[src/include/pdp_pkg.sv]
// constants for the loop divider and charge pump configuration slice
package pdp_pkg;

    localparam int PDP_ADDR_W = 10;
    localparam int PDP_DATA_W = 8;

    // register offsets
    localparam logic [9:0] PDP_OFS_LOOP_CTRL = 10'h010;
    localparam logic [9:0] PDP_OFS_REF_LOW = 10'h011;
    localparam logic [9:0] PDP_OFS_REF_HIGH = 10'h012;
    localparam logic [9:0] PDP_OFS_SWALLOW = 10'h013;
    localparam logic [9:0] PDP_OFS_MAIN_LOW = 10'h014;

    // field positions in the loop control register
    localparam int PDP_PUMP_LSB = 2;
    localparam int PDP_POWER_LSB = 0;

    // field widths
    localparam int PDP_REF_HIGH_W = 6;
    localparam int PDP_SWALLOW_W = 6;

    // pump operating select codes
    localparam logic [1:0] PDP_PUMP_HIZ = 2'h0;
    localparam logic [1:0] PDP_PUMP_UP = 2'h1;
    localparam logic [1:0] PDP_PUMP_DOWN = 2'h2;
    localparam logic [1:0] PDP_PUMP_NORMAL = 2'h3;

    // loop power state codes
    localparam logic [1:0] PDP_PWR_NORMAL = 2'h0;
    localparam logic [1:0] PDP_PWR_ASYNC_PD = 2'h1;
    localparam logic [1:0] PDP_PWR_UNUSED = 2'h2;
    localparam logic [1:0] PDP_PWR_SYNC_PD = 2'h3;

    // values after reset
    localparam logic [1:0] PDP_RST_PUMP = PDP_PUMP_NORMAL;
    localparam logic [1:0] PDP_RST_POWER = PDP_PWR_ASYNC_PD;
    localparam logic [7:0] PDP_RST_REF_LOW = 8'h01;
    localparam logic [5:0] PDP_RST_REF_HIGH = 6'h00;
    localparam logic [5:0] PDP_RST_SWALLOW = 6'h00;
    localparam logic [7:0] PDP_RST_MAIN_LOW = 8'h03;

endpackage : pdp_pkg

[src/logic/pdp_config.sv]
// register slice for loop dividers, pump mode and loop power state
`timescale 1ns/1ns
`default_nettype none
module pdp_config
    import pdp_pkg::*;
(
    input wire logic core_clk,
    input wire logic rst_n,
    input wire logic [9:0] reg_addr,
    input wire logic [7:0] reg_wdata,
    input wire logic reg_wr,
    input wire logic reg_rd,
    input wire logic pfd_up,
    input wire logic pfd_down,
    output logic [7:0] reg_rdata,
    output logic reg_rvalid,
    output logic [13:0] ref_div_count,
    output logic [5:0] fb_swallow_count,
    output logic [7:0] fb_main_count_low,
    output logic [1:0] loop_power_state,
    output logic loop_run,
    output logic loop_sync_pd,
    output logic pump_source,
    output logic pump_sink,
    output logic pump_out_en
);

    logic [1:0] pump_op_ff;
    logic [1:0] power_ff;
    logic [7:0] ref_low_ff;
    logic [5:0] ref_high_ff;
    logic [5:0] swallow_ff;
    logic [7:0] main_low_ff;
    logic [7:0] rdata_ff;
    logic rvalid_ff;
    logic run_ff;
    logic sync_pd_ff;
    logic [7:0] nxt_rdata;

    function automatic logic fn_hit(input logic [9:0] addr, input logic [9:0] ofs);
        fn_hit = (addr == ofs);
    endfunction : fn_hit

    // loop control: pump select and power state
    always_ff @(posedge core_clk or negedge rst_n) begin
        if (!rst_n) begin
            pump_op_ff <= PDP_RST_PUMP;
            power_ff <= PDP_RST_POWER;
        end else if (reg_wr && fn_hit(reg_addr, PDP_OFS_LOOP_CTRL)) begin
            pump_op_ff <= reg_wdata[PDP_PUMP_LSB +: 2];
            power_ff <= reg_wdata[PDP_POWER_LSB +: 2];
        end
    end

    // reference divider, split over two bytes
    always_ff @(posedge core_clk or negedge rst_n) begin
        if (!rst_n) begin
            ref_low_ff <= PDP_RST_REF_LOW;
            ref_high_ff <= PDP_RST_REF_HIGH;
        end else if (reg_wr) begin
            if (fn_hit(reg_addr, PDP_OFS_REF_LOW)) begin
                ref_low_ff <= reg_wdata;
            end
            if (fn_hit(reg_addr, PDP_OFS_REF_HIGH)) begin
                ref_high_ff <= reg_wdata[PDP_REF_HIGH_W-1:0];
            end
        end
    end

    // feedback divider words
    always_ff @(posedge core_clk or negedge rst_n) begin
        if (!rst_n) begin
            swallow_ff <= PDP_RST_SWALLOW;
            main_low_ff <= PDP_RST_MAIN_LOW;
        end else if (reg_wr) begin
            if (fn_hit(reg_addr, PDP_OFS_SWALLOW)) begin
                swallow_ff <= reg_wdata[PDP_SWALLOW_W-1:0];
            end
            if (fn_hit(reg_addr, PDP_OFS_MAIN_LOW)) begin
                main_low_ff <= reg_wdata;
            end
        end
    end

    // power state decode; the unused code is held powered down as the safe side
    always_ff @(posedge core_clk or negedge rst_n) begin
        if (!rst_n) begin
            run_ff <= 1'b0;
            sync_pd_ff <= 1'b0;
        end else begin
            run_ff <= (power_ff == PDP_PWR_NORMAL);
            sync_pd_ff <= (power_ff == PDP_PWR_SYNC_PD);
        end
    end

    // read mux; unused bits and unmapped offsets read zero
    always_comb begin
        nxt_rdata = 8'h00;
        if (fn_hit(reg_addr, PDP_OFS_LOOP_CTRL)) begin
            nxt_rdata = {4'h0, pump_op_ff, power_ff};
        end else if (fn_hit(reg_addr, PDP_OFS_REF_LOW)) begin
            nxt_rdata = ref_low_ff;
        end else if (fn_hit(reg_addr, PDP_OFS_REF_HIGH)) begin
            nxt_rdata = {2'h0, ref_high_ff};
        end else if (fn_hit(reg_addr, PDP_OFS_SWALLOW)) begin
            nxt_rdata = {2'h0, swallow_ff};
        end else if (fn_hit(reg_addr, PDP_OFS_MAIN_LOW)) begin
            nxt_rdata = main_low_ff;
        end
    end

    // read data holds until the next read
    always_ff @(posedge core_clk or negedge rst_n) begin
        if (!rst_n) begin
            rdata_ff <= 8'h00;
            rvalid_ff <= 1'b0;
        end else begin
            rvalid_ff <= reg_rd;
            if (reg_rd) begin
                rdata_ff <= nxt_rdata;
            end
        end
    end

    pdp_pump_drive u_pump (
        .core_clk(core_clk),
        .rst_n(rst_n),
        .pump_op(pump_op_ff),
        .loop_run(run_ff),
        .pfd_up(pfd_up),
        .pfd_down(pfd_down),
        .pump_source(pump_source),
        .pump_sink(pump_sink),
        .pump_out_en(pump_out_en)
    );

    assign reg_rdata = rdata_ff;
    assign reg_rvalid = rvalid_ff;
    assign ref_div_count = {ref_high_ff, ref_low_ff};
    assign fb_swallow_count = swallow_ff;
    assign fb_main_count_low = main_low_ff;
    assign loop_power_state = power_ff;
    assign loop_run = run_ff;
    assign loop_sync_pd = sync_pd_ff;

    AST_PUMP_SELECT_WRITE: assert property (@(posedge core_clk) disable iff (!rst_n)
        reg_wr && reg_addr == PDP_OFS_LOOP_CTRL && reg_wdata[3:2] == PDP_PUMP_UP
        |=> ##1 pump_source && !pump_sink)
        else $error("written pump up select not applied in two cycles");

    AST_PUMP_DOWN_WRITE: assert property (@(posedge core_clk) disable iff (!rst_n)
        reg_wr && reg_addr == PDP_OFS_LOOP_CTRL && reg_wdata[3:2] == PDP_PUMP_DOWN
        |=> ##1 pump_sink && !pump_source)
        else $error("written pump down select not applied in two cycles");

    AST_POWER_DECODE: assert property (@(posedge core_clk) disable iff (!rst_n)
        ##1 ((loop_run == ($past(power_ff) == PDP_PWR_NORMAL))
        && (loop_sync_pd == ($past(power_ff) == PDP_PWR_SYNC_PD))))
        else $error("power state decode wrong");

    AST_REF_LOW_READ: assert property (@(posedge core_clk) disable iff (!rst_n)
        reg_rd && reg_addr == PDP_OFS_REF_LOW |=> reg_rvalid
        && reg_rdata == $past(ref_div_count[7:0]))
        else $error("reference low byte read mismatch");

    AST_REF_HIGH_FIELD: assert property (@(posedge core_clk) disable iff (!rst_n)
        reg_wr && reg_addr == PDP_OFS_REF_HIGH
        |=> ref_div_count[13:8] == $past(reg_wdata[5:0]) ##1
        (!$past(reg_rd) || $past(reg_addr) != PDP_OFS_REF_HIGH || reg_rdata[7:6] == 2'h0))
        else $error("reference high field write wrong");

    AST_SWALLOW_WRITE: assert property (@(posedge core_clk) disable iff (!rst_n)
        reg_wr && reg_addr == PDP_OFS_SWALLOW
        |=> fb_swallow_count == $past(reg_wdata[5:0]))
        else $error("swallow count write wrong");

    AST_MAIN_LOW_HOLD: assert property (@(posedge core_clk) disable iff (!rst_n)
        !(reg_wr && reg_addr == PDP_OFS_MAIN_LOW) |=> $stable(fb_main_count_low))
        else $error("main count low byte changed without a write");

    AST_MAIN_LOW_WRITE: assert property (@(posedge core_clk) disable iff (!rst_n)
        reg_wr && reg_addr == PDP_OFS_MAIN_LOW |=> fb_main_count_low == $past(reg_wdata))
        else $error("main count low byte write wrong");

    // a lingering answer strobe would be taken as a second read
    AST_RVALID_PULSE: assert property (@(posedge core_clk) disable iff (!rst_n)
        1'b1 |=> reg_rvalid == $past(reg_rd))
        else $error("read answer strobe does not follow the read strobe");

    AST_CTRL_WRITE: assert property (@(posedge core_clk) disable iff (!rst_n)
        reg_wr && reg_addr == PDP_OFS_LOOP_CTRL
        |=> loop_power_state == $past(reg_wdata[PDP_POWER_LSB +: 2]))
        else $error("power state field write wrong");

    AST_UNUSED_POWER_DOWN: assert property (@(posedge core_clk) disable iff (!rst_n)
        loop_power_state == PDP_PWR_UNUSED |=> !loop_run && !loop_sync_pd)
        else $error("unused power code left the loop running");

    // normal select with a stopped loop must neither source nor sink
    AST_NORMAL_IDLE: assert property (@(posedge core_clk) disable iff (!rst_n)
        pump_op_ff == PDP_PUMP_NORMAL && !loop_run
        |=> pump_out_en && !pump_source && !pump_sink)
        else $error("normal select drove the pump with the loop stopped");

    AST_REF_LOW_WRITE: assert property (@(posedge core_clk) disable iff (!rst_n)
        reg_wr && reg_addr == PDP_OFS_REF_LOW
        |=> ref_div_count[7:0] == $past(reg_wdata))
        else $error("reference low byte write wrong");

    AST_SWALLOW_READ: assert property (@(posedge core_clk) disable iff (!rst_n)
        reg_rd && reg_addr == PDP_OFS_SWALLOW
        |=> reg_rdata == {2'h0, $past(fb_swallow_count)})
        else $error("swallow count read mismatch");

endmodule : pdp_config
`default_nettype wire

[src/logic/pdp_pump_drive.sv]
// charge pump drive selection from the pump operating select field
`timescale 1ns/1ns
`default_nettype none
module pdp_pump_drive
    import pdp_pkg::*;
(
    input wire logic core_clk,
    input wire logic rst_n,
    input wire logic [1:0] pump_op,
    input wire logic loop_run,
    input wire logic pfd_up,
    input wire logic pfd_down,
    output logic pump_source,
    output logic pump_sink,
    output logic pump_out_en
);

    logic nxt_source;
    logic nxt_sink;
    logic nxt_en;

    always_comb begin
        nxt_source = 1'b0;
        nxt_sink = 1'b0;
        nxt_en = 1'b1;
        case (pump_op)
            PDP_PUMP_HIZ: begin
                nxt_en = 1'b0;
            end
            PDP_PUMP_UP: begin
                nxt_source = 1'b1;
            end
            PDP_PUMP_DOWN: begin
                nxt_sink = 1'b1;
            end
            PDP_PUMP_NORMAL: begin
                // phase detector only steers a running loop
                nxt_source = pfd_up & loop_run;
                nxt_sink = pfd_down & loop_run;
            end
            default: begin
                nxt_en = 1'b0;
            end
        endcase
    end

    always_ff @(posedge core_clk or negedge rst_n) begin
        if (!rst_n) begin
            pump_source <= 1'b0;
            pump_sink <= 1'b0;
            pump_out_en <= 1'b1;
        end else begin
            pump_source <= nxt_source;
            pump_sink <= nxt_sink;
            pump_out_en <= nxt_en;
        end
    end

    AST_FORCED_UP: assert property (@(posedge core_clk) disable iff (!rst_n)
        pump_op == PDP_PUMP_UP |=> pump_source && !pump_sink && pump_out_en)
        else $error("forced up mode did not source");

    AST_FORCED_DOWN: assert property (@(posedge core_clk) disable iff (!rst_n)
        pump_op == PDP_PUMP_DOWN |=> pump_sink && !pump_source && pump_out_en)
        else $error("forced down mode did not sink");

    AST_HIZ_NORMAL: assert property (@(posedge core_clk) disable iff (!rst_n)
        (pump_op == PDP_PUMP_HIZ |=> !pump_out_en && !pump_source && !pump_sink)
        and (pump_op == PDP_PUMP_NORMAL && loop_run |=>
            pump_source == $past(pfd_up) && pump_sink == $past(pfd_down)))
        else $error("hiz or normal pump mode wrong");

endmodule : pdp_pump_drive
`default_nettype wire

[config.mk]
export PLATFORM = sky130hd
export DESIGN_NAME = pdp_config
export DESIGN_NICKNAME = d
export VERILOG_FILES = /design/src/include/pdp_pkg.sv /design/src/logic/pdp_config.sv /design/src/logic/pdp_pump_drive.sv
export SDC_FILE = /design/constraint.sdc
export NUM_CORES = 1
export LEC_CHECK = 0
export BUFFER_PORTS_ARGS = -buffer_cell sky130_fd_sc_hd__buf_4
export CAP_MARGIN = 30
export CORE_ASPECT_RATIO = 1.4
export CORE_MARGIN = 1
export CORE_UTILIZATION = 54
export DETAILED_ROUTE_END_ITERATION = 12
export GPL_ROUTABILITY_DRIVEN = 0
export HOLD_SLACK_MARGIN = 0.1
export PLACE_DENSITY_LB_ADDON = 0.08
export SLEW_MARGIN = 20
export SYNTH_ARGS = -nofsm -noshare
export SYNTH_HDL_FRONTEND = slang
export SYNTH_SLANG_ARGS = --single-unit
[constraint.sdc]
create_clock -name core_clk -period 1.8 [get_ports core_clk]
set_input_delay 0.36 -clock core_clk [delete_from_list [all_inputs] [get_ports core_clk]]
set_output_delay 0.36 -clock core_clk [all_outputs]
set_load 0.005 [all_outputs]
==> results of run 1 <==
## state kept, by name, summed over array words and instances, names as in the netlist
name and cells:
u_pump.pump_sink 1, fb_main_count_low 8, pump_op_ff 2, fb_swallow_count 6
u_pump.pump_out_en 1, loop_run 1, loop_power_state 2, reg_rdata 8
u_pump.pump_source 1, ref_low_ff 8, reg_rvalid 1, loop_sync_pd 1
ref_high_ff 6
## final timing paths
kind / from / end / slack, ns
min: reg_rd / reg_rvalid$_DFF_PN0_ / 0.27
max reg2reg: ref_high_ff[2]$_DFFE_PN0P_ / reg_rdata[2]$_DFFE_PN0P_ / 0.41
min reg2reg: loop_power_state[1]$_DFFE_PN0P_ / loop_run$_DFF_PN0_ / 0.50
max in group asynchronous: rst_n / fb_swallow_count[3]$_DFFE_PN0P_ / 0.80
max: reg_addr[5] / ref_low_ff[7]$_DFFE_PN0P_ / 0.28
min in group asynchronous: rst_n / reg_rdata[7]$_DFFE_PN0P_ / 0.61
## where the power goes
part | internal [W] | total [W] | leakage, nW | switching, W
combinational | 0.0000755 | 0.000162 | 0.727 | 0.0000869
clock | 0.000414 | 0.000760 | 0.0514 | 0.000346
sequential | 0.00105 | 0.00106 | 0.609 | 0.00000998
total | 0.00154 | 0.00198 | 1.39 | 0.000443
## Yosys cell counts, drive strengths merged
library cell	count	area share
nor2b	7	0.021
clkbuf	3	0.0055
and2	1	0.0030
a2111oi	6	0.025
o31ai	4	0.015
nor4b	1	0.0073
o32ai	4	0.017
a21oi	10	0.024
nand4b	2	0.016
nand3b	1	0.0055
and4	1	0.0042
and3	1	0.0030
nor2	4	0.0073
nor3b	12	0.044
dfrtp	39	0.47
inv	4	0.0073
nand2	3	0.0055
a21boi	2	0.0073
nor4	1	0.0030
nand4	1	0.010
buf	4	0.0091
or3	1	0.0030
dfstp	7	0.089
a22oi	2	0.0073
or2	1	0.0030
nand3	1	0.0048
nand2b	2	0.0061
mux2	32	0.17
## logic make-up (layout without fill, tap and decap cells)
family	after synthesis	in the layout	share of synthesized area
simple gates	40	40	0.147
compound gates	28	28	0.0957
flops	46	46	0.561
buf+inv	11	85	0.0218
mux	32	32	0.174
## area by class of cell
cell class | instances | area [µm²] | area share
well taps | 42 | 52.6 | 0.0191
flip-flops and latches | 46 | 1160 | 0.422
clock buffers | 6 | 72.6 | 0.0264
multi-input cells | 100 | 861 | 0.313
repair buffers | 73 | 551 | 0.200
inverters | 4 | 15.0 | 0.00546
clock inverters | 2 | 37.5 | 0.0137
## routing by layer
layer / GRT usage / share of wire / wire length (µm)
met1: 0.331 / 0.40 / 1930
met2: 0.449 / 0.53 / 2560
met3: 0.0465 / 0.057 / 277
met4: 0.103 / 0.020 / 95
met5: 0 / 0 / 0
## repair_timing
item                                   CTS  global route
hold buffers                             1             0
setup buffers                            0             0
endpoints found under the hold margin   39             0
resized for setup                        0             0
## placed cells by master, fill, tap and decap left out, types with 2 or more instances in the layout
cell / count
nor3b_1: 12
dfstp_2: 7
nand2b_1: 2
mux2_2: 32
o32ai_1: 4
nor2b_1: 7
inv_1: 4
a21boi_0: 2
a21oi_1: 10
nor2_1: 4
buf_4: 72
clkbuf_8: 5
a2111oi_0: 6
dfrtp_1: 39
nand2_1: 3
a22oi_1: 2
o31ai_1: 4
## metrics by stage
step | area (µm²) | cells | total power [W] | util | setup slack, ns
global placement | 2630 | 264 | 0.00123 | 0.721 | 0.0207
finish | 2750 | 273 | 0.00198 | 0.754 | 0.285
global route | 2750 | 273 | 0.00205 | 0.754 | 0.214
detailed placement | 2630 | 264 | 0.00124 | 0.721 | -0.0239
CTS | 2750 | 273 | 0.00200 | 0.754 | 0.286
floorplan | 2070 | 157 | 0.00113 | - | 0.220
==> impl_metrics.toml, run 1 <==
[route]
drt-pass1-iter-count = 4
wl_um = 4860
drc = 0
routed-via-count = 1596
viasPerCell = 5.85
drtIter0Drc = 38
postRouteAntennaNets = 0
wl_per_cell_um = 17.8

[cts]
cts_sinks = 46
cts_tree = "built"
cts_root_buffer = "clkbuf_8"
clk_latency_ns = 0.29
clk_pin_slew_ns = 0.08
cts_buffers = 5
cts-htree-levels = 2
cts_buffer_depth = 2

[layout]
drive_gt1_frac = 0.537
area_growth_pct = 33.1
nets = 254
fillers = 256
diodes = 0

[synth]
synth-seq-area-share = 0.561
synth.distinct_cells = 30
syn-cell-area_mm2 = 0.00207
ys_ff_latch = 46
synth_fp_nets = 181
ys_warn_count = 0
synth_cells = 157
syn_area_per_cell_um2 = 13.2

[floorplanning]
num_rows = 26
coreArea_mm2 = 0.00364
dieArea_mm2 = 0.00408
io_pins = 68
die_w_um = 54.3
die_height_um = 75.2
initial_core_util = 0.567

[sta]
relSlewSlack = 0.584
final-setup-viol-count = 0
tightest_slew_ns = 0.609
fin_crit_ns = 1.52
fin_crit_sh = 0.842
slew_violations = 0
fmax_mhz = 660
hold_viol_final = 0
finClkSkew_ns = 0.00579
hold_ws_ns = 0.270
tns_ns = 0
grt_setup_unrepaired = "no"

[grt]
grt_pass1_wl_um = 7630
grt_usage = 0.266
antenna_found_initial = 0
grt_max_degree = 47
grt-ovfl-total = 0
grt_pass1_vias = 1572

[setup_path]
critical-path-top-delay-family = "simple AND/OR/NAND/NOR gates"
cp_common_cell = "buf_4"
crit_cells = 6
slowest_delay_ns = 0.32
crit_path_end_kind = "flop"
critPathKind = "input pin to flop"
critPathLaunchType = "input pin"
crit_slowest_cell = "mux2_2"
crit_chain = "buf_4, nor4b_2, and3_1, buf_4, nand4b_4, mux2_2"
critPathRequiredTime_ns = 1.98
cp_num_buf_inv = 2
path_max_fanout = 8
ff2ff_path_depth = 3
cp.arrival_ns = 1.70

[min_path]
worstHoldPathCells = 1
hp-class = "input pin to flop"

[pwr]
power.density_mw_per_mm2 = 721
leakage_nw = 1.39
ir_worst_vdd_v = 0.000682

[run_status]
outcome = "completed"

[placed_design]
hpwlAfterDp_um = 3570
io_buffers = 67

[flow_run]
maxCapViolations = 0
No activity file was read; power rests on OpenSTA's default activity.
==> run 2: changes to the inputs <==
Settings changed: CORE_UTILIZATION 54 to 45.
Clock period 1.8 ns to 1.3 ns, I/O delays scaled along.
==> impl_metrics.toml, run 2 (synthesis results as in run 1) <==
[run_status]
outcome = "finished, violations left"
failed_checks = "setup timing"

[setup_path]
critPathLaunchType = "input pin"
critPathKind = "input pin to flop"
crit_slowest_cell = "mux2_4"
reg2reg_to = "reg_rdata[1]$_DFFE_PN0P_"
cp.arrival_ns = 1.53
path_max_fanout = 8
cp_common_cell = "buf_6"
crit_path_end_kind = "flop"
critPathRequiredTime_ns = 1.49
cp_num_buf_inv = 2
slowest_delay_ns = 0.35
r2r_slack_ns = 0.06
crit_chain = "buf_6, nor4b_4, and3_4, buf_6, nand4b_4, mux2_4"
r2r_start = "fb_main_count_low[1]$_DFFE_PN1P_"
critical-path-top-delay-family = "simple AND/OR/NAND/NOR gates"
critPathLaunch = "reg_addr[7]"
ff2ff_path_depth = 3

[route]
drc = 0
postRouteAntennaNets = 0
routed-via-count = 1663
viasPerCell = 5.42
drt-pass1-iter-count = 4
drtIter0Drc = 31
wl_per_cell_um = 16.6
wl_um = 5100

[floorplanning]
io_pins = 68
coreArea_mm2 = 0.00431
die_height_um = 82.2
dieArea_mm2 = 0.00487
num_rows = 28
initial_core_util = 0.479
die_w_um = 59.3

[pwr]
intPower_w = 0.00197
switching_share = 0.244
power.density_mw_per_mm2 = 887
leakage_nw = 1.46
power_frac_clock = 0.333
p_sw_w = 0.000637
ir_worst_vdd_v = 0.000491
seqPwrFrac = 0.563
power_w = 0.00261
pwr-share-comb = 0.104

[grt]
grt_usage = 0.226
antenna_found_initial = 0
grt_pass1_wl_um = 8010
grt_pass1_vias = 1670
grt_max_degree = 47
grt-ovfl-total = 0

[sta]
finClkSkew_ns = 0.00829
fin_crit_ns = 1.34
fin_crit_sh = 1.03
relSlewSlack = 0.616
fmax_mhz = 748
setup_slack_ns = -0.0370
slew_violations = 0
grt_setup_unrepaired = "yes"
tightest_slew_ns = 0.576
final-setup-viol-count = 9
hold_viol_final = 0
tns_ns = -0.0872

[layout]
final_cell_mix = "buf_4, dfrtp_1, mux2_2"
fillers = 338
drive_gt1_frac = 0.599
layout_commonest_cell = "buf_4"
area_growth_pct = 42.2
utilization = 0.681
nets = 270
multi_input_area_um2 = 915
diodes = 0
seq_area_mm2 = 0.00116

[cts]
cts_buffer_depth = 2
cts_tree = "built"
clk_pin_slew_ns = 0.09
cts_root_buffer = "clkbuf_8"
cts-htree-levels = 2
cts_buffers = 5
cts_sinks = 46
clk_latency_ns = 0.30

[min_path]
worstHoldPathCells = 1
hold_path_end = "reg_rvalid$_DFF_PN0_"
hold_start = "reg_rd"
hp-class = "input pin to flop"

[placed_design]
io_buffers = 67
hpwlAfterDp_um = 3890

[flow_run]
maxCapViolations = 0
==> run 2: timing repair <==
item | CTS | global route
gates resized for setup | 8 | 8
gates cloned | 0 | 0
buffers inserted | 1 | 0
pin swaps | 4 | 2
hold endpoints to repair | 39 | 0
hold buffers | 1 | 0
setup endpoints to repair | 30 | 32
==> run 2: metal layers <==
metal / wire (µm) / vias to the layer above / track usage
met5: 0 / - / 0
met4: 79 / 0 / 0.0762
met3: 242 / 10 / 0.0374
met2: 2790 / 62 / 0.410
met1: 1990 / 831 / 0.265
li1: - / 760 / -
==> run 2: how the worst max path moves through the flow <==
stage,end,slack (ns),cells past startpoint
2_1_floorplan,ref_low_ff[1]$_DFFE_PN0P_,-0.14,5
3_3_place_gp,ref_low_ff[6]$_DFFE_PN0P_,-0.36,6
3_5_place_dp,ref_low_ff[1]$_DFFE_PN0P_,-0.40,6
4_1_cts,ref_low_ff[1]$_DFFE_PN0P_,-0.03,6
5_1_grt,ref_low_ff[1]$_DFFE_PN0P_,-0.1,6
6_report,ref_low_ff[1]$_DFFE_PN0P_,-0.04,6
==> run 2: cell type report <==
cell class | count | share of cell area
sequential | 46 | 0.395
multi-input combinational | 100 | 0.311
timing repair buffer | 89 | 0.232
tap | 60 | 0.0256
clock buffer | 5 | 0.0234
clock inverter | 3 | 0.00724
inverter | 4 | 0.00511
==> run 2: per-stage QoR <==
step,area (µm²),std cells,hold slack [ns],setup WS (ns)
after floorplan,2080,157,-0.0356,-0.141
after global placement,2770,297,0.281,-0.359
after detailed placement,2770,297,0.294,-0.402
after CTS,2900,307,0.165,-0.0329
after global routing,2940,307,0.157,-0.0980
final,2940,307,0.167,-0.0370
==> run 2: power by group through the flow <==
| stage | sequential, W | combinational [W] | clock [W] |
|---|---|---|---|
| floorplan | 0.00149 | 0.0000743 | 0 |
| global placement | 0.00149 | 0.000252 | 0 |
| detailed placement | 0.00149 | 0.000260 | 0 |
| CTS | 0.00147 | 0.000269 | 0.000893 |
| global route | 0.00147 | 0.000294 | 0.000959 |
| finish | 0.00147 | 0.000272 | 0.000868 |
